`config.mk`:
```
export PLATFORM = sky130hd
export DESIGN_NAME = mfs_supervisor
export DESIGN_NICKNAME = d
export VERILOG_FILES = /design/src/shared/mfs_pkg.sv /design/src/verilog/mfs_supervisor.sv
export SDC_FILE = /design/constraint.sdc
export NUM_CORES = 1
export LEC_CHECK = 0
export BUFFER_PORTS_ARGS = -buffer_cell sky130_fd_sc_hd__buf_2
export CORE_MARGIN = 8
export CORE_UTILIZATION = 54
export CTS_BUF_LIST = sky130_fd_sc_hd__clkbuf_8
export DETAILED_ROUTE_END_ITERATION = 10
export GPL_ROUTABILITY_DRIVEN = 0
export PLACE_DENSITY = 0.75
export SLEW_MARGIN = 10
export SYNTH_ARGS = -nofsm -noshare
export SYNTH_HDL_FRONTEND = slang
export SYNTH_SLANG_ARGS = --single-unit
```
`constraint.sdc`:
```
create_clock -name clock -period 5.5 [get_ports clock]
set_input_delay 0.55 -clock clock [delete_from_list [all_inputs] [get_ports clock]]
set_output_delay 0.55 -clock clock [all_outputs]
set_load 0.01 [all_outputs]
```
`src/shared/mfs_pkg.sv`:
```
// Constants and types for the motor fault supervisor
package mfs_pkg;
    // Timing
    localparam int unsigned CLK_PERIOD_NS  = 10;
    localparam int unsigned TICK_PERIOD_NS = 1_000_000;
    localparam int unsigned TICK_CYCLES    = TICK_PERIOD_NS / CLK_PERIOD_NS;

    // Widths
    localparam int ADC_W = 12;
    localparam int CNT_W = 16;
    localparam int ADR_W = 8;

    // Register byte offsets
    localparam logic [7:0] OFS_CTRL   = 8'h00;
    localparam logic [7:0] OFS_UV     = 8'h04;
    localparam logic [7:0] OFS_OV     = 8'h08;
    localparam logic [7:0] OFS_ILIM   = 8'h0C;
    localparam logic [7:0] OFS_MINREV = 8'h10;
    localparam logic [7:0] OFS_WIN    = 8'h14;
    localparam logic [7:0] OFS_RECOV  = 8'h18;
    localparam logic [7:0] OFS_STATUS = 8'h1C;
    localparam logic [7:0] OFS_REVCNT = 8'h20;

    // Field positions
    localparam int CTRL_RUN_BIT     = 0;
    localparam int STATUS_STATE_LSB = 0;
    localparam int STATUS_CAUSE_LSB = 4;

    // Reset values
    localparam logic [11:0] UV_RST     = 12'h02C8;
    localparam logic [11:0] OV_RST     = 12'h0590;
    localparam logic [11:0] ILIM_RST   = 12'h012C;
    localparam logic [15:0] MINREV_RST = 16'h0001;
    localparam logic [15:0] WIN_RST    = 16'h03E8;
    localparam logic [15:0] RECOV_RST  = 16'h0BB8;

    // Amplifier gain code for 5 V/V (code value is arbitrary)
    localparam logic [1:0] GAIN_5VV = 2'h1;
    // Commutation phase code for phase A
    localparam logic [1:0] PHASE_A  = 2'h0;

    // Supervisor states, Gray along init-run-fault-reinit
    typedef enum logic [1:0] {
        ST_INIT   = 2'h0,
        ST_RUN    = 2'h1,
        ST_FAULT  = 2'h3,
        ST_REINIT = 2'h2
    } mfs_state_t;

    // One ADC sample with its strobe
    typedef struct packed {
        logic             valid;
        logic [ADC_W-1:0] data;
    } mfs_sample_t;

    // Fault causes
    typedef struct packed {
        logic stall;
        logic overcur;
        logic ov;
        logic uv;
    } mfs_cause_t;
endpackage

```
`src/verilog/mfs_supervisor.sv`:
```
// Motor fault supervisor with APB register slave
//
// Our own choices: the register addresses and the APB interface to the registers.
`timescale 1ns/1ps

// Function
// - Supply below low limit forces fault
// - Supply above high limit forces fault
// - Supply limits held as 12-bit counts
// - Count revolutions, stalled if below minimum
// - One millisecond tick advances stall window
// - At window end, too few revolutions faults
// - Phase A current sampled once, limit faults
// - Current limit held as 12-bit counts
// - Set amplifier gain 5 V/V before monitoring (here gain_wr pulses in the first run cycle, as monitoring starts)
// - Reinitialise after recovery tick count elapses
module mfs_supervisor #(
    parameter int unsigned TICK_CYCLES = mfs_pkg::TICK_CYCLES
) (
    // Clock and reset
    input  wire logic                 clock,
    input  wire logic                 rst,
    // APB slave
    input  wire logic                 psel,
    input  wire logic                 penable,
    input  wire logic                 pwrite,
    input  wire logic [7:0]           paddr,
    input  wire logic [31:0]          pwdata,
    output logic      [31:0]          prdata,
    output logic                      pready,
    output logic                      pslverr,
    // Sensing inputs
    input  wire mfs_pkg::mfs_sample_t supply_smp,
    input  wire mfs_pkg::mfs_sample_t current_smp,
    input  wire logic [1:0]           phase_sel,
    input  wire logic                 rev_done,
    // Drive outputs
    output logic                      predrv_off,
    output logic                      reinit_req,
    output logic                      gain_wr,
    output logic      [1:0]           gain_code
);
    localparam int TW = (TICK_CYCLES > 1) ? $clog2(TICK_CYCLES) : 1;
    localparam logic [TW-1:0] TICK_LAST = TW'(TICK_CYCLES - 1);

    // True for an offset that holds a register
    function automatic logic is_mapped(input logic [7:0] a);
        return a inside {mfs_pkg::OFS_CTRL, mfs_pkg::OFS_UV,
                         mfs_pkg::OFS_OV, mfs_pkg::OFS_ILIM,
                         mfs_pkg::OFS_MINREV, mfs_pkg::OFS_WIN,
                         mfs_pkg::OFS_RECOV, mfs_pkg::OFS_STATUS,
                         mfs_pkg::OFS_REVCNT};
    endfunction

    mfs_pkg::mfs_state_t state_ff, nxt_state;
    logic              run_en_ff, nxt_run_en;
    logic [11:0]       uv_ff, nxt_uv;
    logic [11:0]       ov_ff, nxt_ov;
    logic [11:0]       ilim_ff, nxt_ilim;
    logic [15:0]       minrev_ff, nxt_minrev;
    logic [15:0]       win_ff, nxt_win;
    logic [15:0]       recov_ff, nxt_recov;
    mfs_pkg::mfs_cause_t cause_ff, nxt_cause;
    logic [31:0]       prdata_ff, nxt_prdata;
    logic [TW-1:0]     tick_cnt_ff, nxt_tick_cnt;
    logic [15:0]       win_cnt_ff, nxt_win_cnt;
    logic [15:0]       rev_cnt_ff, nxt_rev_cnt;
    logic [15:0]       rec_cnt_ff, nxt_rec_cnt;
    logic              armed_ff, nxt_armed;
    logic              reinit_ff, nxt_reinit;
    logic              gain_wr_ff, nxt_gain_wr;
    logic [1:0]        gain_ff, nxt_gain;
    logic              wr_en;
    logic              tick;
    logic              running;
    logic              take_cur;
    logic              win_end;
    logic              rec_end;
    mfs_pkg::mfs_cause_t det;

    // APB answers in the access cycle with no wait states
    assign wr_en   = psel & penable & pwrite;
    assign pready  = 1'b1;
    assign pslverr = psel & penable & ~is_mapped(paddr);
    assign prdata  = prdata_ff;

    // Free running millisecond tick
    assign tick = (tick_cnt_ff == TICK_LAST);

    // Fault detection, only while running
    assign running  = (state_ff == mfs_pkg::ST_RUN);
    assign take_cur = running & current_smp.valid &
                      (phase_sel == mfs_pkg::PHASE_A) & armed_ff;
    assign win_end  = running & tick &
                      (16'(win_cnt_ff + 16'h0001) >= win_ff);
    assign rec_end  = (state_ff == mfs_pkg::ST_FAULT) & tick &
                      (16'(rec_cnt_ff + 16'h0001) >= recov_ff);

    always_comb begin
        det.uv    = running & supply_smp.valid &
                    (supply_smp.data < uv_ff);
        det.ov    = running & supply_smp.valid &
                    (supply_smp.data > ov_ff);
        det.overcur = take_cur & (current_smp.data >= ilim_ff);
        det.stall = win_end & (rev_cnt_ff < minrev_ff);
    end

    // Register file next values
    always_comb begin
        nxt_run_en = run_en_ff;
        nxt_uv     = uv_ff;
        nxt_ov     = ov_ff;
        nxt_ilim   = ilim_ff;
        nxt_minrev = minrev_ff;
        nxt_win    = win_ff;
        nxt_recov  = recov_ff;
        nxt_prdata = prdata_ff;
        nxt_cause  = cause_ff;
        if (wr_en) begin
            unique case (paddr)
                mfs_pkg::OFS_CTRL:   nxt_run_en = pwdata[mfs_pkg::CTRL_RUN_BIT];
                mfs_pkg::OFS_UV:     nxt_uv = pwdata[11:0];
                mfs_pkg::OFS_OV:     nxt_ov = pwdata[11:0];
                mfs_pkg::OFS_ILIM:   nxt_ilim = pwdata[11:0];
                mfs_pkg::OFS_MINREV: nxt_minrev = pwdata[15:0];
                mfs_pkg::OFS_WIN:    nxt_win = pwdata[15:0];
                mfs_pkg::OFS_RECOV:  nxt_recov = pwdata[15:0];
                mfs_pkg::OFS_STATUS: nxt_cause = cause_ff &
                    ~pwdata[mfs_pkg::STATUS_CAUSE_LSB +: 4];
                default: ;
            endcase
        end
        // Causes latch on fault entry; a set beats a clear
        if (running && (det != '0)) begin
            nxt_cause = nxt_cause | det;
        end
        // Read data captured in the setup cycle
        if (psel && !penable && !pwrite) begin
            nxt_prdata = 32'h0000_0000;
            unique case (paddr)
                mfs_pkg::OFS_CTRL:   nxt_prdata[0] = run_en_ff;
                mfs_pkg::OFS_UV:     nxt_prdata[11:0] = uv_ff;
                mfs_pkg::OFS_OV:     nxt_prdata[11:0] = ov_ff;
                mfs_pkg::OFS_ILIM:   nxt_prdata[11:0] = ilim_ff;
                mfs_pkg::OFS_MINREV: nxt_prdata[15:0] = minrev_ff;
                mfs_pkg::OFS_WIN:    nxt_prdata[15:0] = win_ff;
                mfs_pkg::OFS_RECOV:  nxt_prdata[15:0] = recov_ff;
                mfs_pkg::OFS_STATUS: begin
                    nxt_prdata[mfs_pkg::STATUS_STATE_LSB +: 2] = state_ff;
                    nxt_prdata[mfs_pkg::STATUS_CAUSE_LSB +: 4] = cause_ff;
                end
                mfs_pkg::OFS_REVCNT: nxt_prdata[15:0] = rev_cnt_ff;
                default: ;
            endcase
        end
    end

    always_ff @(posedge clock or posedge rst) begin
        if (rst) begin
            run_en_ff <= 1'b0;
            uv_ff     <= mfs_pkg::UV_RST;
            ov_ff     <= mfs_pkg::OV_RST;
            ilim_ff   <= mfs_pkg::ILIM_RST;
            minrev_ff <= mfs_pkg::MINREV_RST;
            win_ff    <= mfs_pkg::WIN_RST;
            recov_ff  <= mfs_pkg::RECOV_RST;
            prdata_ff <= 32'h0000_0000;
            cause_ff  <= '0;
        end else begin
            run_en_ff <= nxt_run_en;
            uv_ff     <= nxt_uv;
            ov_ff     <= nxt_ov;
            ilim_ff   <= nxt_ilim;
            minrev_ff <= nxt_minrev;
            win_ff    <= nxt_win;
            recov_ff  <= nxt_recov;
            prdata_ff <= nxt_prdata;
            cause_ff  <= nxt_cause;
        end
    end

    // Supervisor state, counters and drive outputs
    always_comb begin
        nxt_state    = state_ff;
        nxt_tick_cnt = tick ? '0 : TW'(tick_cnt_ff + 1'b1);
        nxt_win_cnt  = win_cnt_ff;
        nxt_rev_cnt  = rev_cnt_ff;
        nxt_rec_cnt  = rec_cnt_ff;
        nxt_armed    = armed_ff;
        nxt_reinit   = 1'b0;
        nxt_gain_wr  = 1'b0;
        nxt_gain     = gain_ff;
        unique case (state_ff)
            mfs_pkg::ST_INIT: begin
                nxt_win_cnt = 16'h0000;
                nxt_rev_cnt = 16'h0000;
                nxt_armed   = 1'b1;
                if (run_en_ff) begin
                    nxt_gain    = mfs_pkg::GAIN_5VV;
                    nxt_gain_wr = 1'b1;
                    nxt_state   = mfs_pkg::ST_RUN;
                end
            end
            mfs_pkg::ST_RUN: begin
                if (rev_done && rev_cnt_ff != 16'hFFFF) begin
                    nxt_rev_cnt = 16'(rev_cnt_ff + 16'h0001);
                end
                if (tick) begin
                    nxt_win_cnt = 16'(win_cnt_ff + 16'h0001);
                end
                if (win_end) begin
                    nxt_win_cnt = 16'h0000;
                    nxt_rev_cnt = 16'h0000;
                end
                // Re-arm once phase A is left
                if (phase_sel != mfs_pkg::PHASE_A) begin
                    nxt_armed = 1'b1;
                end else if (take_cur) begin
                    nxt_armed = 1'b0;
                end
                if (det != '0) begin
                    nxt_rec_cnt = 16'h0000;
                    nxt_state   = mfs_pkg::ST_FAULT;
                end
            end
            mfs_pkg::ST_FAULT: begin
                if (tick) begin
                    nxt_rec_cnt = 16'(rec_cnt_ff + 16'h0001);
                end
                if (rec_end) begin
                    nxt_reinit = 1'b1;
                    nxt_state  = mfs_pkg::ST_REINIT;
                end
            end
            mfs_pkg::ST_REINIT: nxt_state = mfs_pkg::ST_INIT;
        endcase
    end

    always_ff @(posedge clock or posedge rst) begin
        if (rst) begin
            state_ff    <= mfs_pkg::ST_INIT;
            tick_cnt_ff <= '0;
            win_cnt_ff  <= 16'h0000;
            rev_cnt_ff  <= 16'h0000;
            rec_cnt_ff  <= 16'h0000;
            armed_ff    <= 1'b1;
            reinit_ff   <= 1'b0;
            gain_wr_ff  <= 1'b0;
            gain_ff     <= 2'h0;
        end else begin
            state_ff    <= nxt_state;
            tick_cnt_ff <= nxt_tick_cnt;
            win_cnt_ff  <= nxt_win_cnt;
            rev_cnt_ff  <= nxt_rev_cnt;
            rec_cnt_ff  <= nxt_rec_cnt;
            armed_ff    <= nxt_armed;
            reinit_ff   <= nxt_reinit;
            gain_wr_ff  <= nxt_gain_wr;
            gain_ff     <= nxt_gain;
        end
    end

    // Predrivers run only in the run state
    assign predrv_off = (state_ff != mfs_pkg::ST_RUN);
    assign reinit_req = reinit_ff;
    assign gain_wr    = gain_wr_ff;
    assign gain_code  = gain_ff;

    // Checks
    AST_UNDERVOLT: assert property (@(posedge clock) disable iff (rst)
        running && supply_smp.valid && supply_smp.data < uv_ff
        |=> state_ff == mfs_pkg::ST_FAULT && cause_ff.uv && predrv_off)
        else $error("undervoltage did not fault");
    AST_OVERVOLT: assert property (@(posedge clock) disable iff (rst)
        running && supply_smp.valid && supply_smp.data > ov_ff
        |=> state_ff == mfs_pkg::ST_FAULT && cause_ff.ov)
        else $error("overvoltage did not fault");
    AST_LIMIT_HOLD: assert property (@(posedge clock) disable iff (rst)
        !(wr_en && paddr == mfs_pkg::OFS_UV) |=> $stable(uv_ff))
        else $error("undervoltage limit changed without write");
    AST_TICK_GAP: assert property (@(posedge clock) disable iff (rst)
        tick |=> !tick [*8])
        else $error("tick repeats too soon");
    AST_STALL: assert property (@(posedge clock) disable iff (rst)
        win_end && rev_cnt_ff < minrev_ff
        |=> state_ff == mfs_pkg::ST_FAULT && cause_ff.stall)
        else $error("stall not detected at window end");
    AST_OVERCUR: assert property (@(posedge clock) disable iff (rst)
        take_cur && current_smp.data >= ilim_ff
        |=> state_ff == mfs_pkg::ST_FAULT ##1 predrv_off)
        else $error("overcurrent did not fault");
    AST_GAIN_FIRST: assert property (@(posedge clock) disable iff (rst)
        $rose(running) |-> gain_wr && gain_code == mfs_pkg::GAIN_5VV)
        else $error("monitoring began without gain setup");
    AST_RECOVER: assert property (@(posedge clock) disable iff (rst)
        rec_end |=> reinit_req && state_ff == mfs_pkg::ST_REINIT
        ##1 !reinit_req && state_ff == mfs_pkg::ST_INIT)
        else $error("recovery did not reinitialise");
    AST_FAULT_HOLD: assert property (@(posedge clock) disable iff (rst)
        state_ff == mfs_pkg::ST_FAULT && !rec_end
        |=> state_ff == mfs_pkg::ST_FAULT && predrv_off &&
            ($stable(cause_ff) || $past(wr_en)))
        else $error("fault state left early");
endmodule

```
==> metrics list <==
- After clock tree synthesis, the clock-pin slew on the worst setup and hold paths is 0.10 ns.
- The run finished with clean final reports.
* Nature of the critical path startpoint: flip-flop
- Transition time of the tightest slew-check pin: 1.13 ns
* Number of instances in the synthesized netlist: 1136
- The worst setup path is captured at a flip-flop.
* Overall routing resource usage: approximately 23%
* TritonCTS clock tree: done
- Row generation in the floorplan step produced 51 rows.
- The count of pins over their slew limit was 0.
- The repair_antennas step left the layout with diodes totalling 0.
- In this design, the critical path's most frequently occurring cell is and3_1.
- Number of enable flip-flop cells after synthesis: 0
- For this design the ratio of total power to cell area is 261 nW/um^2.
* CP peak stage delay: just over 0.6 ns
* Total Neg Setup Slack: 0 ns
- Maximum number of pins on one net before global-route repair: just over 90
- The path class of the tightest hold or removal check is input port to asynchronous set/reset pin.
* Clock H-tree levels: 4
- Detailed-placement wirelength estimate: between 20000 and 25000 um
- The final number of hold-violating endpoints is 0.
- Fmax: 0.225 GHz
- Effective utilization at floorplan: 54.7%
- IR analysis of the VDD net gives a maximum drop of around 0.25 mV.
* Number of synthesis warnings: 0
* Full die area: 24400 um^2
* Detail Route Antenna Nets: 0
- Unrepaired setup endpoints after global routing: false
- Core utilization of the finished layout: 60.0%
- Buffers added to address setup during post-CTS repair amount to 0.
* CTS sink cnt: 176
- Clock latency reported for the late side of the worst-skew pair: 0.47 ns
* Worst rel slew slack: 24.6%
- Total clock buffers created by CTS: 17
- Input and output buffers added on the ports amount to just under 80.
- Static leakage power: roughly 6 nW
- Max-cap violations in this run came to 0.
- In this run the clock root is driven by a clkbuf_8.
- Measured along the x axis, the die boundary spans about 160 um.
* Routed wirelength normalized by instance count: 18.7 um
- Drt total wl: ~28000 um
- Sequential elements use 41.8% of the synthesized area.
- Total number of nets in the final design: about 1400
- For the finished layout, the period the worst path requires is 4.45 ns.
- Drt initial violations: 898
* Initial antenna violation count: 0
- The worst path uses 80.9% of the clock period.
- Walking the worst path, the cells encountered are ha_1, nand3_1, nor2_1, and3_1, and3_1, and3_1, xnor2_1, inv_1, ha_1, nand4_1, nor4_1, a31oi_2, nand2_1, o2111a_1, nor3_4, buf_4, mux2i_1.
- The synthesized design contains 176 register bits.
* Largest fanout of any net on the critical path: 10
- Drt first pass iters: 5
- Dividing the synthesized area by the synthesized cell count gives 9.35 um^2.
- Once the clock tree was built, the resizer swapped 0 gates to a different size.
* Maximum root-to-sink buffer count: 2
- In the synthesized netlist the async set-or-reset flop fraction comes to 100%.
- Across all layers, the routed design uses 8548 vias.
- After floorplanning, the core was sized to cover 19400 um^2.
* Crit path kind: flip-flop to flip-flop
* Data arrival time of the critical path: slightly below 5 ns
- Setup violations remaining at the end of the flow were counted as 0.
- DR DRC count: 0
- Die Span Y: roughly 160 um
* Primary flip-flop cell chosen by synthesis mapping: dfrtp_1
- Area growth, synth to finish: 9.60%
* Netlist cell types: between 60 and 70
- After detailed routing, the number of vias per cell comes to between 5 and 6.
- Global-route wire length before repair: about 44000 um
* Ratio of cells with drive above 1 in the final layout: between 10% and 20%
* Required time of the critical path: 5.90 ns
- In this run, post-CTS hold repair placed 0 buffers.
- Critical-path cell with the highest stage delay: nor3_4
- I/O pins: ~110
- After global routing the overflow that remains totals 0.
* Worst setup skew after layout: 0.0132 ns
- The number of global-route vias before repair came to 8231.
- Summed instance area of the synthesized netlist: around 11000 um^2
## area by class of cell
class,count,area [um^2]
Clock buffer,18,248
Fill cell,1713,7760
Sequential cell,176,4440
Clock inverter,14,195
Tap cell,265,332
Timing Repair Buffer,89,473
Inverter,98,373
Multi-Input combinational cell,820,5580
## cell usage after synthesis, types with 3 or more instances
library cell	number	area share, %
nor4b_1	4	0.33
mux2_1	26	2.8
o31ai_1	3	0.21
o211ai_1	4	0.28
nor2b_1	7	0.41
dfrtp_1	149	35
a221oi_1	8	0.66
or2_2	4	0.24
nand2b_1	13	0.77
ha_1	86	10
a21oi_1	31	1.5
o221ai_1	4	0.33
a21o_1	16	1.1
nor3b_1	3	0.21
o21ai_1	92	4.3
a31oi_1	6	0.35
mux2i_1	25	2.4
o2bb2ai_1	3	0.25
nand4_1	28	1.6
and2_1	8	0.47
nand3_1	47	2.2
xor2_1	20	1.6
and3_1	19	1.1
nand2_1	152	5.4
buf_4	18	1.3
o21a_1	8	0.57
inv_1	98	3.5
nor4_1	8	0.47
a211o_1	3	0.25
a211oi_1	4	0.28
dfstp_2	27	6.7
or3_1	3	0.18
a22oi_1	17	1.2
o21ai_0	22	1.0
and4_1	7	0.58
buf_2	6	0.28
a222oi_1	4	0.38
xnor2_1	31	2.6
nor2_1	40	1.4
nor3_1	13	0.61
a22o_1	5	0.41
clkbuf_1	29	1.0
buf_1	4	0.14
mux2_2	3	0.32
## critical path, delay by kind of cell (launching register included)
| family | cells | cell delay, ns |
|---|---|---|
| flops | 1 | 0.45 |
| xor+xnor | 1 | 0.15 |
| fa+ha+maj | 2 | 0.54 |
| buf+inv | 2 | 0.36 |
| simple gates | 9 | 2.09 |
| mux | 1 | 0.19 |
| compound gates | 2 | 0.61 |
## cell families (layout without fill, tap and decap cells)
kind of cell | count (synthesis) | in the layout | share of synthesized area (%)
xor gates and xnor gates | 51 | 51 | 4.21
and+or+nand+nor | 364 | 364 | 16.8
other | 2 | 18 | 0.0707
buffers and inverters | 156 | 219 | 6.33
adders and majority gates | 86 | 86 | 10.1
muxes | 58 | 58 | 6.14
DFF | 176 | 176 | 41.8
AOI/OAI and AO/OA | 243 | 243 | 14.5
## layer usage
| layer | GRT usage, % | part of all wire (%) | up-vias |
|---|---|---|---|
| li1 | - | - | 4116 |
| met1 | 31.2 | 44 | 4124 |
| met2 | 36.8 | 47 | 265 |
| met3 | 4.88 | 7.0 | 43 |
| met4 | 7.00 | 1.9 | 0 |
| met5 | 0 | 0 | - |
## per-stage QoR
step | instance area [um^2] | hold slack [ns] | std cells | worst slack, ns | power, W
after detailed placement | 11200 | 0.456 | 1448 | 1.08 | 0.00205
after CTS | 11600 | 0.246 | 1480 | 1.07 | 0.00305
after floorplan | 10700 | 0.444 | 1152 | 0.221 | 0.00186
after global placement | 11200 | 0.449 | 1448 | 1.18 | 0.00203
after global routing | 11600 | 0.287 | 1480 | 0.709 | 0.00317
final | 11600 | 0.228 | 1480 | 1.05 | 0.00304
## cells in the final DEF (no fill, tap or decap), types with 31 or more instances in the layout
cell	instances
a21oi_1	31
nand2_1	152
xnor2_1	31
buf_2	78
inv_1	97
o21ai_1	92
nand3_1	47
ha_1	86
nor2_1	40
dfrtp_1	149
## sequential cells by signal, indices dropped and copies added (netlist names)
name	count
uv_ff	12
rev_cnt_ff	16
reinit_req	1
gain_wr	1
prdata	16
state_ff	2
recov_ff	16
win_ff	16
run_en_ff	1
tick_cnt_ff	17
ilim_ff	12
armed_ff	1
win_cnt_ff	16
cause_ff	4
rec_cnt_ff	16
minrev_ff	16
gain_code	1
ov_ff	12
## power breakdown
part / internal [W] / switching (W)
sequential: 0.00138 / 0.0000890
clock: 0.000480 / 0.000528
combinational: 0.000208 / 0.000352
## final timing paths
check	startpoint	end	slack [ns]	cells past startpoint
max in group asynchronous	rst	prdata[10]	4.17	3
setup reg to reg	win_cnt_ff[0]	rec_cnt_ff[7]	1.05	17
hold reg to reg	gain_code[0]	gain_code[0]	0.48	1
setup / recovery	win_cnt_ff[0]	rec_cnt_ff[7]	1.05	17
hold / removal	rst	ilim_ff[11]	0.23	2
min in group clock	pwdata[15]	win_ff[15]	0.33	3
Note: power is estimated with default switching activity, not from simulation.
